## src/design/ccev_pkg.sv

```systemverilog
// package of constants for the comparator control and event block
//
// Function
// - bit 15 enables the comparator; setting it leaves other fields unchanged
// - clearing enable disables comparator; other fields keep their programmed values
// - bit 14 set drives result onto output pin, clear leaves pin undriven
// - bit 13 set inverts the comparator output, clear passes it through
// - inversion also feeds the edge detector, so edges swap under inversion
// - read-only bit 8 shows current result after polarity; writes ignored
// - bits 7-6 pick interrupt edges: none, rising, falling, both
// - bit 4 routes internal reference (1) or input pin A (0) to plus input
// - bits 1-0 route pin B, C, D or internal band reference to minus input
// - unimplemented bits read zero and ignore writes
`default_nettype none
package ccev_pkg;
   // register byte addresses
   localparam logic [7:0] ADDR_CONTROL   = 8'h00;
   localparam logic [7:0] ADDR_IRQ_STAT  = 8'h04;
   localparam logic [7:0] ADDR_IRQ_CLEAR = 8'h08;
   localparam logic [7:0] ADDR_IRQ_EN    = 8'h0c;
   // control field positions
   localparam int BIT_ENABLE   = 15;
   localparam int BIT_OUT_EN   = 14;
   localparam int BIT_INVERT   = 13;
   localparam int BIT_RESULT   = 8;
   localparam int BIT_EDGE_LO  = 6;
   localparam int BIT_POS_SEL  = 4;
   localparam int BIT_NEG_LO   = 0;
   // writable control bits: 15,14,13,7,6,4,1,0
   localparam logic [31:0] CONTROL_WMASK = 32'h0000_e0d3;
   localparam logic [31:0] CONTROL_RESET = 32'h0000_00c3;
   // edge selection codes
   localparam logic [1:0] EDGE_NONE    = 2'h0;
   localparam logic [1:0] EDGE_RISE    = 2'h1;
   localparam logic [1:0] EDGE_FALL    = 2'h2;
   localparam logic [1:0] EDGE_BOTH    = 2'h3;
   // negative input codes
   localparam logic [1:0] NEG_PIN_B    = 2'h0;
   localparam logic [1:0] NEG_PIN_C    = 2'h1;
   localparam logic [1:0] NEG_PIN_D    = 2'h2;
   localparam logic [1:0] NEG_BAND_REF = 2'h3;
   // interrupt status bits
   localparam int IRQ_BIT_EDGE = 0;
   localparam int IRQ_WIDTH    = 1;
   // axi responses
   localparam logic [1:0] RESP_OKAY   = 2'h0;
   localparam logic [1:0] RESP_SLVERR = 2'h2;
endpackage
`default_nettype wire

```

## src/design/ccev_cfg_if.sv

```systemverilog
// interface carrying configuration from the register file to the event logic
`default_nettype none
interface ccev_cfg_if;
   logic       enable;
   logic       invert;
   logic [1:0] edge_sel;
   logic       result;
   logic       edge_pulse;
   modport regs (output enable, output invert, output edge_sel, input result, input edge_pulse);
   modport evt  (input enable, input invert, input edge_sel, output result, output edge_pulse);
endinterface
`default_nettype wire

```

## src/design/ccev_event.sv

```systemverilog
// synchroniser, polarity and edge detector for the comparator result
`default_nettype none
module ccev_event
(
   input  wire logic CLK_SYS,
   input  wire logic RESET,
   input  wire logic raw_result,
   ccev_cfg_if.evt   cfg
);
   logic       sync1_reg;
   logic       sync2_reg;
   logic       sync3_reg;
   logic       stable_reg;
   logic       prev_reg;
   logic       pulse_reg;
   logic       polar;
   logic       rise;
   logic       fall;

   // three stages; only agreeing stages two and three update the level
   always_ff @(posedge CLK_SYS)
   begin
      if (RESET)
      begin
         sync1_reg  <= 1'b0;
         sync2_reg  <= 1'b0;
         sync3_reg  <= 1'b0;
         stable_reg <= 1'b0;
      end
      else
      begin
         sync1_reg <= raw_result;
         sync2_reg <= sync1_reg;
         sync3_reg <= sync2_reg;
         if (sync2_reg == sync3_reg)
            stable_reg <= sync3_reg;
      end
   end

   // inversion ahead of the detector, so inverted mode swaps edges
   assign polar = stable_reg ^ cfg.invert;
   assign rise  = polar & ~prev_reg;
   assign fall  = ~polar & prev_reg;

   // prev tracks polar always, so toggling invert while off raises no stale edge
   always_ff @(posedge CLK_SYS)
   begin
      if (RESET)
      begin
         prev_reg  <= 1'b0;
         pulse_reg <= 1'b0;
      end
      else
      begin
         prev_reg <= polar;
         unique case (cfg.edge_sel)
            ccev_pkg::EDGE_NONE: pulse_reg <= 1'b0;
            ccev_pkg::EDGE_RISE: pulse_reg <= cfg.enable & rise;
            ccev_pkg::EDGE_FALL: pulse_reg <= cfg.enable & fall;
            ccev_pkg::EDGE_BOTH: pulse_reg <= cfg.enable & (rise | fall);
         endcase
      end
   end

   // result reads zero while disabled, as the analog side is off
   assign cfg.result     = cfg.enable & polar;
   assign cfg.edge_pulse = pulse_reg;
endmodule
`default_nettype wire

```

## src/design/ccev_top.sv

```systemverilog
// comparator control register, axi4-lite slave, input routing and interrupt
`default_nettype none
module ccev_top
(
   input  wire logic        CLK_SYS,
   input  wire logic        RESET,
   // axi4-lite slave
   input  wire logic [7:0]  S_AXI_AWADDR,
   input  wire logic        S_AXI_AWVALID,
   output logic             S_AXI_AWREADY,
   input  wire logic [31:0] S_AXI_WDATA,
   input  wire logic [3:0]  S_AXI_WSTRB,
   input  wire logic        S_AXI_WVALID,
   output logic             S_AXI_WREADY,
   output logic [1:0]       S_AXI_BRESP,
   output logic             S_AXI_BVALID,
   input  wire logic        S_AXI_BREADY,
   input  wire logic [7:0]  S_AXI_ARADDR,
   input  wire logic        S_AXI_ARVALID,
   output logic             S_AXI_ARREADY,
   output logic [31:0]      S_AXI_RDATA,
   output logic [1:0]       S_AXI_RRESP,
   output logic             S_AXI_RVALID,
   input  wire logic        S_AXI_RREADY,
   // analog side
   input  wire logic        RAW_RESULT,
   output logic             ANALOG_ENABLE,
   output logic             POS_INPUT_SELECT,
   output logic [1:0]       NEG_INPUT_SELECT,
   output logic             RESULT_PIN_OUT,
   output logic             RESULT_PIN_OE_N,
   output logic             IRQ
);
   logic [31:0]                  control_reg;
   logic [ccev_pkg::IRQ_WIDTH-1:0] irq_stat_reg;
   logic [ccev_pkg::IRQ_WIDTH-1:0] irq_en_reg;
   logic [7:0]  awaddr_reg;
   logic        aw_held_reg;
   logic [31:0] wdata_reg;
   logic [3:0]  wstrb_reg;
   logic        w_held_reg;
   logic        bvalid_reg;
   logic [1:0]  bresp_reg;
   logic        rvalid_reg;
   logic [1:0]  rresp_reg;
   logic [31:0] rdata_reg;
   logic        do_write;
   logic [31:0] byte_mask;
   logic [31:0] control_next;
   logic [ccev_pkg::IRQ_WIDTH-1:0] clear_bits;
   logic        out_pin_reg;
   logic        oe_n_reg;

   ccev_cfg_if cfg ();

   // expands byte strobes into a bit mask
   function automatic logic [31:0] strobe_mask(input logic [3:0] s);
      logic [31:0] m;
      m = 32'h0000_0000;
      for (int i = 0; i < 4; i++)
         m[i*8 +: 8] = {8{s[i]}};
      return m;
   endfunction

   // address decode, shared by read and write paths
   function automatic logic is_mapped(input logic [7:0] a);
      return (a == ccev_pkg::ADDR_CONTROL) || (a == ccev_pkg::ADDR_IRQ_STAT) ||
             (a == ccev_pkg::ADDR_IRQ_CLEAR) || (a == ccev_pkg::ADDR_IRQ_EN);
   endfunction

   // address and data are latched separately so they may arrive in any order
   always_ff @(posedge CLK_SYS)
   begin
      if (RESET)
      begin
         aw_held_reg <= 1'b0;
         awaddr_reg  <= 8'h00;
      end
      else if (S_AXI_AWVALID && S_AXI_AWREADY)
      begin
         aw_held_reg <= 1'b1;
         awaddr_reg  <= S_AXI_AWADDR;
      end
      else if (do_write)
         aw_held_reg <= 1'b0;
   end

   always_ff @(posedge CLK_SYS)
   begin
      if (RESET)
      begin
         w_held_reg <= 1'b0;
         wdata_reg  <= 32'h0000_0000;
         wstrb_reg  <= 4'h0;
      end
      else if (S_AXI_WVALID && S_AXI_WREADY)
      begin
         w_held_reg <= 1'b1;
         wdata_reg  <= S_AXI_WDATA;
         wstrb_reg  <= S_AXI_WSTRB;
      end
      else if (do_write)
         w_held_reg <= 1'b0;
   end

   // one write in flight: no new address or data until the response is taken
   assign S_AXI_AWREADY = ~aw_held_reg & ~bvalid_reg;
   assign S_AXI_WREADY  = ~w_held_reg & ~bvalid_reg;
   assign do_write      = aw_held_reg & w_held_reg & ~bvalid_reg;
   assign byte_mask     = strobe_mask(wstrb_reg);

   // write response
   always_ff @(posedge CLK_SYS)
   begin
      if (RESET)
      begin
         bvalid_reg <= 1'b0;
         bresp_reg  <= ccev_pkg::RESP_OKAY;
      end
      else if (do_write)
      begin
         bvalid_reg <= 1'b1;
         bresp_reg  <= is_mapped(awaddr_reg) ? ccev_pkg::RESP_OKAY : ccev_pkg::RESP_SLVERR;
      end
      else if (S_AXI_BREADY)
         bvalid_reg <= 1'b0;
   end
   assign S_AXI_BVALID = bvalid_reg;
   assign S_AXI_BRESP  = bresp_reg;

   // only writable bits change; enable toggles never touch others
   always_comb
   begin
      control_next = control_reg;
      if (do_write && awaddr_reg == ccev_pkg::ADDR_CONTROL)
         control_next = (control_reg & ~(byte_mask & ccev_pkg::CONTROL_WMASK)) |
                        (wdata_reg & byte_mask & ccev_pkg::CONTROL_WMASK);
   end

   // control register, power-on value with ones in the edge and minus input select fields
   always_ff @(posedge CLK_SYS)
   begin
      if (RESET)
         control_reg <= ccev_pkg::CONTROL_RESET;
      else
         control_reg <= control_next;
   end

   // configuration toward the event logic
   assign cfg.enable   = control_reg[ccev_pkg::BIT_ENABLE];
   assign cfg.invert   = control_reg[ccev_pkg::BIT_INVERT];
   assign cfg.edge_sel = control_reg[ccev_pkg::BIT_EDGE_LO +: 2];

   ccev_event ccev_event_inst
   (
      .CLK_SYS    (CLK_SYS),
      .RESET      (RESET),
      .raw_result (RAW_RESULT),
      .cfg        (cfg)
   );

   // input routing goes straight to the analog muxes
   assign ANALOG_ENABLE    = control_reg[ccev_pkg::BIT_ENABLE];
   assign POS_INPUT_SELECT = control_reg[ccev_pkg::BIT_POS_SEL];
   assign NEG_INPUT_SELECT = control_reg[ccev_pkg::BIT_NEG_LO +: 2];

   // output pin registered; enable low means driving
   always_ff @(posedge CLK_SYS)
   begin
      if (RESET)
      begin
         out_pin_reg <= 1'b0;
         oe_n_reg    <= 1'b1;
      end
      else
      begin
         out_pin_reg <= cfg.result;
         oe_n_reg    <= ~control_reg[ccev_pkg::BIT_OUT_EN];
      end
   end
   assign RESULT_PIN_OUT  = out_pin_reg;
   assign RESULT_PIN_OE_N = oe_n_reg;

   // sticky status: a new edge wins over a simultaneous clear
   assign clear_bits = (do_write && awaddr_reg == ccev_pkg::ADDR_IRQ_CLEAR && wstrb_reg[0]) ?
                       wdata_reg[ccev_pkg::IRQ_WIDTH-1:0] : '0;
   always_ff @(posedge CLK_SYS)
   begin
      if (RESET)
         irq_stat_reg <= '0;
      else
      begin
         irq_stat_reg <= irq_stat_reg & ~clear_bits;
         if (cfg.edge_pulse)
            irq_stat_reg[ccev_pkg::IRQ_BIT_EDGE] <= 1'b1;
      end
   end

   // interrupt enable
   always_ff @(posedge CLK_SYS)
   begin
      if (RESET)
         irq_en_reg <= '0;
      else if (do_write && awaddr_reg == ccev_pkg::ADDR_IRQ_EN && wstrb_reg[0])
         irq_en_reg <= wdata_reg[ccev_pkg::IRQ_WIDTH-1:0];
   end
   assign IRQ = |(irq_stat_reg & irq_en_reg);

   // read channel: one read at a time, answered one cycle after the address
   assign S_AXI_ARREADY = ~rvalid_reg;
   always_ff @(posedge CLK_SYS)
   begin
      if (RESET)
      begin
         rvalid_reg <= 1'b0;
         rresp_reg  <= ccev_pkg::RESP_OKAY;
         rdata_reg  <= 32'h0000_0000;
      end
      else if (S_AXI_ARVALID && S_AXI_ARREADY)
      begin
         rvalid_reg <= 1'b1;
         rresp_reg  <= is_mapped(S_AXI_ARADDR) ? ccev_pkg::RESP_OKAY : ccev_pkg::RESP_SLVERR;
         rdata_reg  <= 32'h0000_0000;
         unique case (S_AXI_ARADDR)
            ccev_pkg::ADDR_CONTROL:
            begin
               rdata_reg <= control_reg & ccev_pkg::CONTROL_WMASK;
               rdata_reg[ccev_pkg::BIT_RESULT] <= cfg.result;
            end
            ccev_pkg::ADDR_IRQ_STAT:
               rdata_reg[ccev_pkg::IRQ_WIDTH-1:0] <= irq_stat_reg;
            ccev_pkg::ADDR_IRQ_EN:
               rdata_reg[ccev_pkg::IRQ_WIDTH-1:0] <= irq_en_reg;
            default:
               rdata_reg <= 32'h0000_0000; // clear register is write-only
         endcase
      end
      else if (S_AXI_RREADY)
         rvalid_reg <= 1'b0;
   end
   assign S_AXI_RVALID = rvalid_reg;
   assign S_AXI_RRESP  = rresp_reg;
   assign S_AXI_RDATA  = rdata_reg;
endmodule
`default_nettype wire

```

## config.mk

```make
export PLATFORM = sky130hd
export DESIGN_NAME = ccev_top
export DESIGN_NICKNAME = d
export VERILOG_FILES = /design/src/design/ccev_pkg.sv /design/src/design/ccev_cfg_if.sv /design/src/design/ccev_event.sv /design/src/design/ccev_top.sv
export SDC_FILE = /design/constraint.sdc
export NUM_CORES = 1
export LEC_CHECK = 0
export ABC_AREA = 1
export BUFFER_PORTS_ARGS = -buffer_cell sky130_fd_sc_hd__buf_2
export CORE_MARGIN = 2
export CORE_UTILIZATION = 28
export DETAILED_ROUTE_END_ITERATION = 10
export GPL_TIMING_DRIVEN = 1
export HOLD_SLACK_MARGIN = 0.03
export PLACE_DENSITY = 0.58
export RECOVER_POWER = 50
export SETUP_SLACK_MARGIN = 0.1
export SLEW_MARGIN = 20
export SYNTH_ARGS = -nofsm -noshare
export SYNTH_HDL_FRONTEND = slang
export SYNTH_SLANG_ARGS = --single-unit
```

## constraint.sdc

```tcl
create_clock -name CLK_SYS -period 1.4 [get_ports CLK_SYS]
set_input_delay 0.14 -clock CLK_SYS [delete_from_list [all_inputs] [get_ports CLK_SYS]]
set_output_delay 0.14 -clock CLK_SYS [all_outputs]
set_load 0.1 [all_outputs]
```

# [Word-level counts from Yosys, hierarchy flattened]
# Index checks and enable logic that the tools add are counted.
[totals] input_bits=60 out_inout_bits=48 wordCells=92 ff_bits=108
[op_classes] n_bitwise=26 reduce_logical=21 n_eq_ne=10 muxes=14
[ops] op="AND 32 bit" count=1
[ops] op="== test 8 x 4 -> 1 bit, second input constant" count=4
[ops] op="NOT 16 -> 32 bit" count=1
[ops] op="OR 32 x 16 -> 32 bit" count=1
[ops] op="AND 16 bit" count=1
[ops] op="== test 8 x 3 -> 1 bit, second input constant" count=2
[ops] op="zero test 8 bit" count=2
[ops] op="two-way mux 15 bit" count=1
[ops] op="AND 1 bit" count=12
[ops] op="two-way mux 1 bit" count=9
[ops] op="logical AND 1 bit" count=8
[ops] op="NOT 1 bit" count=8
[ops] op="nonzero test 2 bit" count=4
[ops] op="logical OR 1 bit" count=6
[ops] op="== test 2 bit, second input constant" count=2
[ops] op="two-way mux 2 bit" count=2
[ops] op="one-hot mux 1 bit (4 select lines)" count=1
[ops] op="one-hot mux 1 bit (3 select lines)" count=1
[ops] op="== test 2 x 1 -> 1 bit, second input constant" count=1
[ops] op="zero test 2 bit" count=1
[ops] op="== test 1 bit" count=1
[ops] op="OR 1 bit" count=1
[ops] op="XOR 1 bit" count=1

# [Depth between registers and ports, before layout]
# Gate-level depths: netlist of run 1.
[logic_depth] word_depth=8 ltp_mapped=7 depth_no_buf=7

# [By module]
# A second synthesis of run 1 with hierarchy kept.
[unflattened] hier_cells=306 area_unflattened_um2=2297.2
[by_module_without_submodules] mod="ccev_top" seq_area_each_um2=900.9 area_each_um2=2052.0 cells_each=275 instances=1
[by_module_without_submodules] mod="ccev_event" seq_area_each_um2=120.1 area_each_um2=245.2 cells_each=31 instances=1

# [Worst setup path after synthesis of run 1]
# No wires, ideal clock.
[synth_path] kind="register to register" start="reg bvalid_reg (netlist: S_AXI_BVALID)" end="reg wdata_reg[0]" synth_period_minus_slack_ns=2.855 setup_time_ns=0.116 path_buffers=1 t_arrival_ns=2.739 required_ns=1.284 stages_incl_launch_ff=6 slack_ns=-1.455 path_cell_list="dfxtp_1 > nor2_1 > nand2_1 > clkbuf_1 > o21ai_0 > nor2_1"
[synth_between] elab_chain_len=3
[synth_lines] element="start: declaration" line="ccev_top.sv:42" rtl="logic bvalid_reg;"
[synth_lines] element="start signal: assignment" line="ccev_top.sv:117" rtl="bvalid_reg <= 1'b0;"
[synth_lines] element="start signal: assignment" line="ccev_top.sv:122" rtl="bvalid_reg <= 1'b1;"
[synth_lines] element="start signal: assignment" line="ccev_top.sv:126" rtl="bvalid_reg <= 1'b0;"
[synth_lines] element="NOT 1 bit" line="ccev_top.sv:108" rtl="assign S_AXI_WREADY = ~w_held_reg & ~bvalid_reg;"
[synth_lines] element="AND 1 bit" line="ccev_top.sv:108"
[synth_lines] element="net S_AXI_WREADY" line="ccev_top.sv:14" rtl="output logic S_AXI_WREADY,"
[synth_lines] element="logical AND 1 bit" line="ccev_top.sv:96" rtl="else if (S_AXI_WVALID && S_AXI_WREADY)"
[synth_lines] element="end signal: assignment" line="ccev_top.sv:93" rtl="wdata_reg <= 32'h0000_0000;"
[synth_lines] element="end signal: assignment" line="ccev_top.sv:99" rtl="wdata_reg <= S_AXI_WDATA;"
[synth_lines] element="end: declaration" line="ccev_top.sv:39" rtl="logic [31:0] wdata_reg;"
# The timed path passes the listed nets, and every way through them passes these cells.
# A chain may end at the register's enable or synchronous reset.

# [Worst setup path after layout of run 1]
[layout_path] start="reg bvalid_reg (netlist: S_AXI_BVALID)" end="out S_AXI_BVALID"
[layout_lines] element="end: declaration" line="ccev_top.sv:16" rtl="output logic S_AXI_BVALID,"
# No word-level cell between the ends.

==> flow_summary.toml, run 1 <==
[clock_network]
cts_tree = "yes"
htreeDepth = 2
clock_latency_ps = 300
cts.sinks = 51
cts_hold_buf = 0
clk_pin_slew_ps = 90
cts-root-buf = "clkbuf_8"
cts_buffers = 5
clockBufferDepth = 2

[layout]
layout_common_cells = "nor2_1 (63), buf_2 (47), dfxtp_1 (45)"
area_growth_syn_to_layout_pct = 21.9
multi_input_area_um2 = 993
n_antenna_cell = 0
final_common_cell = "nor2_1"
regArea_mm2 = 0.00103
num-nets-final = 409
instances_no_fill = 450
drive_above_1_share_pct = 27.3
fillers = 848
finalInstanceArea_mm2 = 0.00268

[min_path]
min-delay-start = "RAW_RESULT"
hold_class = "in -> reg"

[sta]
layout_setup_ws_ps = 99.7
clock_skew_ps = 6.04
drv_slew = 0
final_hold_viol_count = 0
rsz0062_at_grt = "false"
setup_viol = 0
relSlewSlack_pct = 44.6
whs_ps = 41.6
period_needed_ps = 1300
fin_crit_sh_pct = 92.9
worst_slew_pin_slew_ps = 830
timing.fmax_ghz = 0.769

[critical_path]
end_kind = "primary output"
path_max_fanout = 4
cp_top_family = "buffers and inverters"
critPathKind = "reg -> out"
crit_required_ps = 1260
critPathLaunchType = "flip-flop"
cp_slowest_cell = "clkbuf_2"
max_stage_delay_ps = 460
crit_chain = "clkbuf_2"
path_buf_inv = 1
rrSetupSlack_ps = 150
crit_arrival_ps = 1160
crit_path_start = "S_AXI_BVALID$_SDFFE_PP0P_"

[synth]
synth_area_mm2 = 0.00219
synth_cell_type_count = 26
syn_inst = 286
ys_warn_count = 0
synth_seq_area_share_pct = 46.5
ys_seq_elements = 51
avgSynthCellArea_um2 = 7.67

[place]
pre_cts_ws_ps = 159
portBuffers = 56
placed_cells = 440
place_congestion = 0.725
postPlaceCellArea_mm2 = 0.00255
hpwl_um = 3450

[floorplan]
dieHeight_um = 92.5
placementRows = 32
io_pins = 108
die_area_mm2 = 0.00856
die_x_um = 92.5
coreArea_mm2 = 0.00765
start_util_pct = 28.7

[power]
cellLeakagePower_nw = 1.25
swShare_pct = 36.3
seq_power_share_pct = 49.4
p_int_mw = 2.02
pwr-share-comb_pct = 24.4
ir_worst_vdd_uv = 355
finalPower_mw = 3.17
power.net_switching_mw = 1.15
powerDensity_mw_per_mm2 = 1180
clkPwrFrac_pct = 26.2

[global_route]
grt.total_usage_pct = 11.0
globalRoute.totalOverflow = 0
antenna_found_initial = 0
grt_pass1_vias = 1697
grt_pass1_wl_um = 7530
grt_max_degree = 29

[route]
wire_per_inst_um = 9.99
drt_first_pass_iters = 4
drt_iter0_drc = 49
drtAntennaViolNets = 0
vias = 1861
drt_wl_total_um = 4500
viasPerCell = 4.14
route.detailed.drc = 0

[job]
maxCapViolCount = 0

[outcome]
status = "finished clean"
-- layer usage --
layer	vias up	wire, µm	GRT usage (%)	share of wire, %
li1	978	-	-	-
met1	808	2130	13.6	47
met2	68	1900	17.8	42
met3	7	377	3.50	8.4
met4	0	82	4.48	1.8
met5	-	0	0	0
-- final timing paths --
kind / endpoint / depth (start not counted)
worst max-delay path: S_AXI_BVALID / 1
worst min-delay path: ccev_event_inst.sync1_reg$_SDFF_PP0_ / 3
worst max register to register: ccev_event_inst.cfg.edge_pulse$_SDFF_PP0_ / 5
worst min register to register: ccev_event_inst.sync2_reg$_SDFF_PP0_ / 2
-- worst reg2reg max path, delay by kind of cell, from the launching register on --
family          cells  cell delay [ps]
fa+ha+maj           1              250
flops               1              420
xor+xnor            1              200
simple gates        2              220
compound gates      1              100
-- power groups by stage --
stage / Clock, mW / Sequential, mW / Combinational [mW]
detailed placement: 0 / 1.60 / 0.765
floorplan: 0 / 1.65 / 0.655
CTS: 0.861 / 1.56 / 0.772
finish: 0.830 / 1.57 / 0.772
global route: 0.917 / 1.58 / 0.830
global placement: 0 / 1.59 / 0.762
-- layout make-up --
cell class                      instances  share of cell area [%]
Clock buffer                            5                    2.57
Timing Repair Buffer                   64                    12.9
Inverter                               22                    3.23
Tap cell                              102                    4.77
Multi-Input combinational cell        203                    37.1
Sequential cell                        51                    38.6
Clock inverter                          3                   0.748
-- cell usage after synthesis, drive strengths merged --
master	number	area, µm²
xor2	1	8.76
o211ai	1	7.51
clkbuf	5	28.8
a21oi	15	75.1
o21ai	23	115
nand2	41	154
inv	21	78.8
o2111ai	1	8.76
nor2	69	285
nand3	19	125
buf	29	213
nand4	4	25.0
conb	1	3.75
dfxtp	51	1020
clkinv	1	3.75
or2	1	8.76
o21a	1	7.51
ha	2	25.0
-- logic make-up after synthesis --
kind of cell / Yosys count / share of synthesized area (%)
simple gates: 134 / 27.3
flops: 51 / 46.5
buf+inv: 56 / 14.8
compound gates: 41 / 9.75
xor+xnor: 1 / 0.399
other cells: 1 / 0.171
fa+ha+maj: 2 / 1.14
-- stage by stage --
step                      utilization [%]  TNS, ps
after global placement               33.3        0
after detailed placement             33.3        0
after global routing                 35.0        0
final                                35.0        0
after floorplan                         -    -6240
after CTS                            34.6        0
-- repair_timing --
action                                  in CTS  in global routing
buffers inserted                             0                  2
endpoints found under the setup margin       4                  7
pin swaps                                    0                  3
resized for setup                            4                  9
(Power assumes the default switching activity.)
==> inputs of run 2 (changes only) <==
- MAX_ROUTING_LAYER: not set -> met4
==> flow_summary.toml, run 2 (synthesis gave the netlist of run 1 again) <==
[floorplan]
dieHeight_um = 92.5
die_x_um = 92.5
die_area_mm2 = 0.00856
coreArea_mm2 = 0.00765
placementRows = 32
start_util_pct = 28.7
io_pins = 108

[global_route]
grt_pass1_wl_um = 7520
grt_max_degree = 29
grt_pass1_vias = 1697
globalRoute.totalOverflow = 0
grt.total_usage_pct = 11.3
antenna_found_initial = 0

[route]
drt_first_pass_iters = 4
drtAntennaViolNets = 0
route.detailed.drc = 0
viasPerCell = 4.14
drt_iter0_drc = 55
drt_wl_total_um = 4500
vias = 1865
wire_per_inst_um = 10.0

[critical_path]
critPathKind = "reg -> out"
crit_path_start = "S_AXI_BVALID$_SDFFE_PP0P_"
end_kind = "primary output"
cp_top_family = "buffers and inverters"
crit_required_ps = 1260
path_buf_inv = 1
max_stage_delay_ps = 460
path_max_fanout = 4
critPathLaunchType = "flip-flop"
cp_slowest_cell = "clkbuf_2"
crit_chain = "clkbuf_2"
crit_arrival_ps = 1160

[layout]
fin_util_pct = 35.0
multi_input_area_um2 = 993
instances_no_fill = 450
n_antenna_cell = 0
finalInstanceArea_mm2 = 0.00268
final_common_cell = "nor2_1"
regArea_mm2 = 0.00103
drive_above_1_share_pct = 27.3
fillers = 848
num-nets-final = 409
layout_common_cells = "nor2_1 (63), buf_2 (47), dfxtp_1 (45)"
area_growth_syn_to_layout_pct = 21.9

[place]
place_congestion = 0.734
hpwl_um = 3450
postPlaceCellArea_mm2 = 0.00255
placed_cells = 440
portBuffers = 56
pre_cts_ws_ps = 159

[job]
maxCapViolCount = 0

[sta]
drv_slew = 0
final_hold_viol_count = 0
rsz0062_at_grt = "false"
tns_ps = 0
clock_skew_ps = 6.05
timing.fmax_ghz = 0.769
layout_setup_ws_ps = 99.6
setup_viol = 0
fin_crit_sh_pct = 92.9
period_needed_ps = 1300
relSlewSlack_pct = 44.1
worst_slew_pin_slew_ps = 837

[clock_network]
cts.sinks = 51
clockBufferDepth = 2
cts_buffers = 5
cts_tree = "yes"
clk_pin_slew_ps = 90
clock_latency_ps = 300
cts_hold_buf = 0
cts-root-buf = "clkbuf_8"
htreeDepth = 2

[power]
cellLeakagePower_nw = 1.25
ir_worst_vdd_uv = 355
powerDensity_mw_per_mm2 = 1180

[min_path]
min-delay-start = "RAW_RESULT"
hold_class = "in -> reg"

[outcome]
status = "finished clean"
## run 2: cell counts in the layout (fill, tap and decap cells not counted)
Identical to the previous run, type by type.
## run 2: worst paths after layout
kind              cells after the start                                         to  slack, ps
setup / recovery                      1                               S_AXI_BVALID        100
hold / removal                        3       ccev_event_inst.sync1_reg$_SDFF_PP0_         40
setup reg to reg                      5  ccev_event_inst.cfg.edge_pulse$_SDFF_PP0_        150
hold reg to reg                       2       ccev_event_inst.sync2_reg$_SDFF_PP0_        410
## run 2: worst reg2reg max path: stages, from the launching register on
cell       delay, ps
dfxtp_1          420
xor2_2           210
ha_1             260
nand3_1           80
o2111ai_1        100
nor2_1           130
## run 2: final cells by class
| cell class | instances | area share (%) |
|---|---|---|
| Sequential cell | 51 | 38.6 |
| Tap cell | 102 | 4.77 |
| Clock inverter | 3 | 0.748 |
| Inverter | 22 | 3.23 |
| Multi-Input combinational cell | 203 | 37.1 |
| Clock buffer | 5 | 2.57 |
| Timing Repair Buffer | 64 | 12.9 |
## run 2: what timing repair did
action | in CTS | in global routing
cloned | 0 | 0
pin swaps | 0 | 3
gates resized for setup | 4 | 9
setup buffers | 0 | 2
setup endpoints to repair | 4 | 7
## run 2: per-stage QoR
stage / power (mW) / hold slack (ps)
floorplan: 2.30 / 202
global placement: 2.36 / 353
detailed placement: 2.36 / 361
CTS: 3.20 / 41.6
global route: 3.32 / 41.4
finish: 3.17 / 41.9
## run 2: routing by layer
metal | up-vias | part of all wire, % | global-route usage [%] | wire, µm
met3 | 7 | 7.6 | 2.77 | 343
met1 | 808 | 48 | 14.1 | 2180
met2 | 72 | 42 | 17.8 | 1900
li1 | 978 | - | - | -
met4 | 0 | 1.8 | 4.48 | 82
met5 | - | 0 | - | 0
## run 2: where the power goes
part / internal, mW / switching, mW
sequential: 1.52 / 0.0484
clock: 0.348 / 0.481
combinational: 0.153 / 0.619
==> inputs of run 3 (changes only) <==
- BUFFER_PORTS_ARGS: -buffer_cell sky130_fd_sc_hd__buf_2 -> not set
- DONT_BUFFER_PORTS: not set -> 1
- PLACE_DENSITY: 0.58 -> 0.46
==> flow_summary.toml, run 3 (synthesis gave the netlist of run 1 again) <==
[outcome]
status = "finished clean"

[critical_path]
end_kind = "flip-flop"
path_max_fanout = 3
critPathKind = "reg -> reg"
critPathLaunchType = "flip-flop"
crit_arrival_ps = 1520
crit_required_ps = 1640

[route]
drt_iter0_drc = 69
drtAntennaViolNets = 0
drt_wl_total_um = 4720
viasPerCell = 4.13
route.detailed.drc = 0
drt_first_pass_iters = 4
vias = 1795
wire_per_inst_um = 10.8

[clock_network]
clock_latency_ps = 300
cts_buffers = 5
clockBufferDepth = 2
cts.sinks = 51
clk_pin_slew_ps = 90
htreeDepth = 2
cts_tree = "yes"
cts-root-buf = "clkbuf_8"

[sta]
clock_skew_ps = 9.11
worst_slew_pin_slew_ps = 627
drv_slew = 0
whs_ps = 38.0
period_needed_ps = 1270
rsz0062_at_grt = "true"
setup_viol = 0
timing.fmax_ghz = 0.785
relSlewSlack_pct = 58.1
fin_crit_sh_pct = 91.0
final_hold_viol_count = 0

[global_route]
met2_usage_pct = 18.4
grt.total_usage_pct = 11.7
globalRoute.totalOverflow = 0
grt_pass1_vias = 1692
met3_usage_pct = 3.17
grt_max_degree = 19
grt_pass1_wl_um = 7690
busiest_layer = "met2"
grt_use_met1_pct = 14.4
antenna_found_initial = 0

[place]
place_congestion = 0.715
hpwl_um = 3500
placed_cells = 408
portBuffers = 0

[layout]
layout_common_cells = "nor2_1 (64), dfxtp_1 (47), nand2_1 (39)"
instances_no_fill = 435
area_growth_syn_to_layout_pct = 23.3
n_antenna_cell = 0
drive_above_1_share_pct = 17.4
multi_input_area_um2 = 978
num-nets-final = 395
fillers = 851
final_common_cell = "nor2_1"
regArea_mm2 = 0.00103

[floorplan]
start_util_pct = 28.7
die_x_um = 92.5
dieHeight_um = 92.5
die_area_mm2 = 0.00856
placementRows = 32
io_pins = 108
coreArea_mm2 = 0.00765

[power]
powerDensity_mw_per_mm2 = 1200
ir_worst_vdd_uv = 423
cellLeakagePower_nw = 1.21

[job]
maxCapViolCount = 0

[min_path]
hold_class = "in -> reg"
## run 3: path summary, 6_finish.rpt
kind	start	end	slack [ps]	depth (start not counted)
setup / recovery	ccev_event_inst.stable_reg$_SDFFE_PP0N_	ccev_event_inst.cfg.edge_pulse$_SDFF_PP0_	130	5
hold reg to reg	ccev_event_inst.sync1_reg$_SDFF_PP0_	ccev_event_inst.sync2_reg$_SDFF_PP0_	410	2
hold / removal	S_AXI_AWADDR[2]	awaddr_reg[2]$_SDFFE_PP0P_	40	2
setup reg to reg	ccev_event_inst.stable_reg$_SDFFE_PP0N_	ccev_event_inst.cfg.edge_pulse$_SDFF_PP0_	130	5
## run 3: final cells by class
type | instances | area share (%)
Multi-Input combinational cell | 203 | 36.2
Tap cell | 102 | 4.72
Clock buffer | 7 | 3.61
Inverter | 22 | 3.19
Sequential cell | 51 | 38.1
Timing Repair Buffer | 50 | 14.2
## run 3: power by group
| group | total [mW] | internal (mW) | switching, mW | leakage, nW |
|---|---|---|---|---|
| Clock | 0.928 | 0.453 | 0.475 | 0.0495 |
| Combinational | 0.771 | 0.154 | 0.617 | 0.743 |
| Sequential | 1.56 | 1.52 | 0.0440 | 0.419 |
## run 3: per-layer routing
metal / part of all wire [%] / routed length (µm)
met3: 6.2 / 293
met4: 1.7 / 79
met2: 43 / 2030
met1: 49 / 2320
met5: 0 / 0
## run 3: critical path: stages (launching register included)
cell	delay (ps)
dfxtp_1	380
xor2_1	280
ha_1	280
nand3_1	80
o2111ai_1	90
nor2_1	110
## run 3: per-stage QoR
stage / power (mW) / util (%) / TNS (ps) / instance area [µm²] / worst slack (ps)
global placement: 2.32 / 32.0 / 0 / 2450 / 158
finish: 3.26 / 35.4 / 0 / 2710 / 126
detailed placement: 2.32 / 32.0 / 0 / 2450 / 135
global route: 3.40 / 35.4 / 0 / 2710 / 48.3
floorplan: 2.30 / - / -6240 / 2360 / -340
CTS: 3.29 / 35.8 / 0 / 2740 / 116
## run 3: timing repair
action | 4_1_cts | 5_1_grt
setup buffers | 0 | 1
endpoints found under the setup margin | 1 | 8
pin swaps | 0 | 1
endpoints found under the hold margin | 30 | 0
hold buffers | 19 | 0
resized for setup | 1 | 3
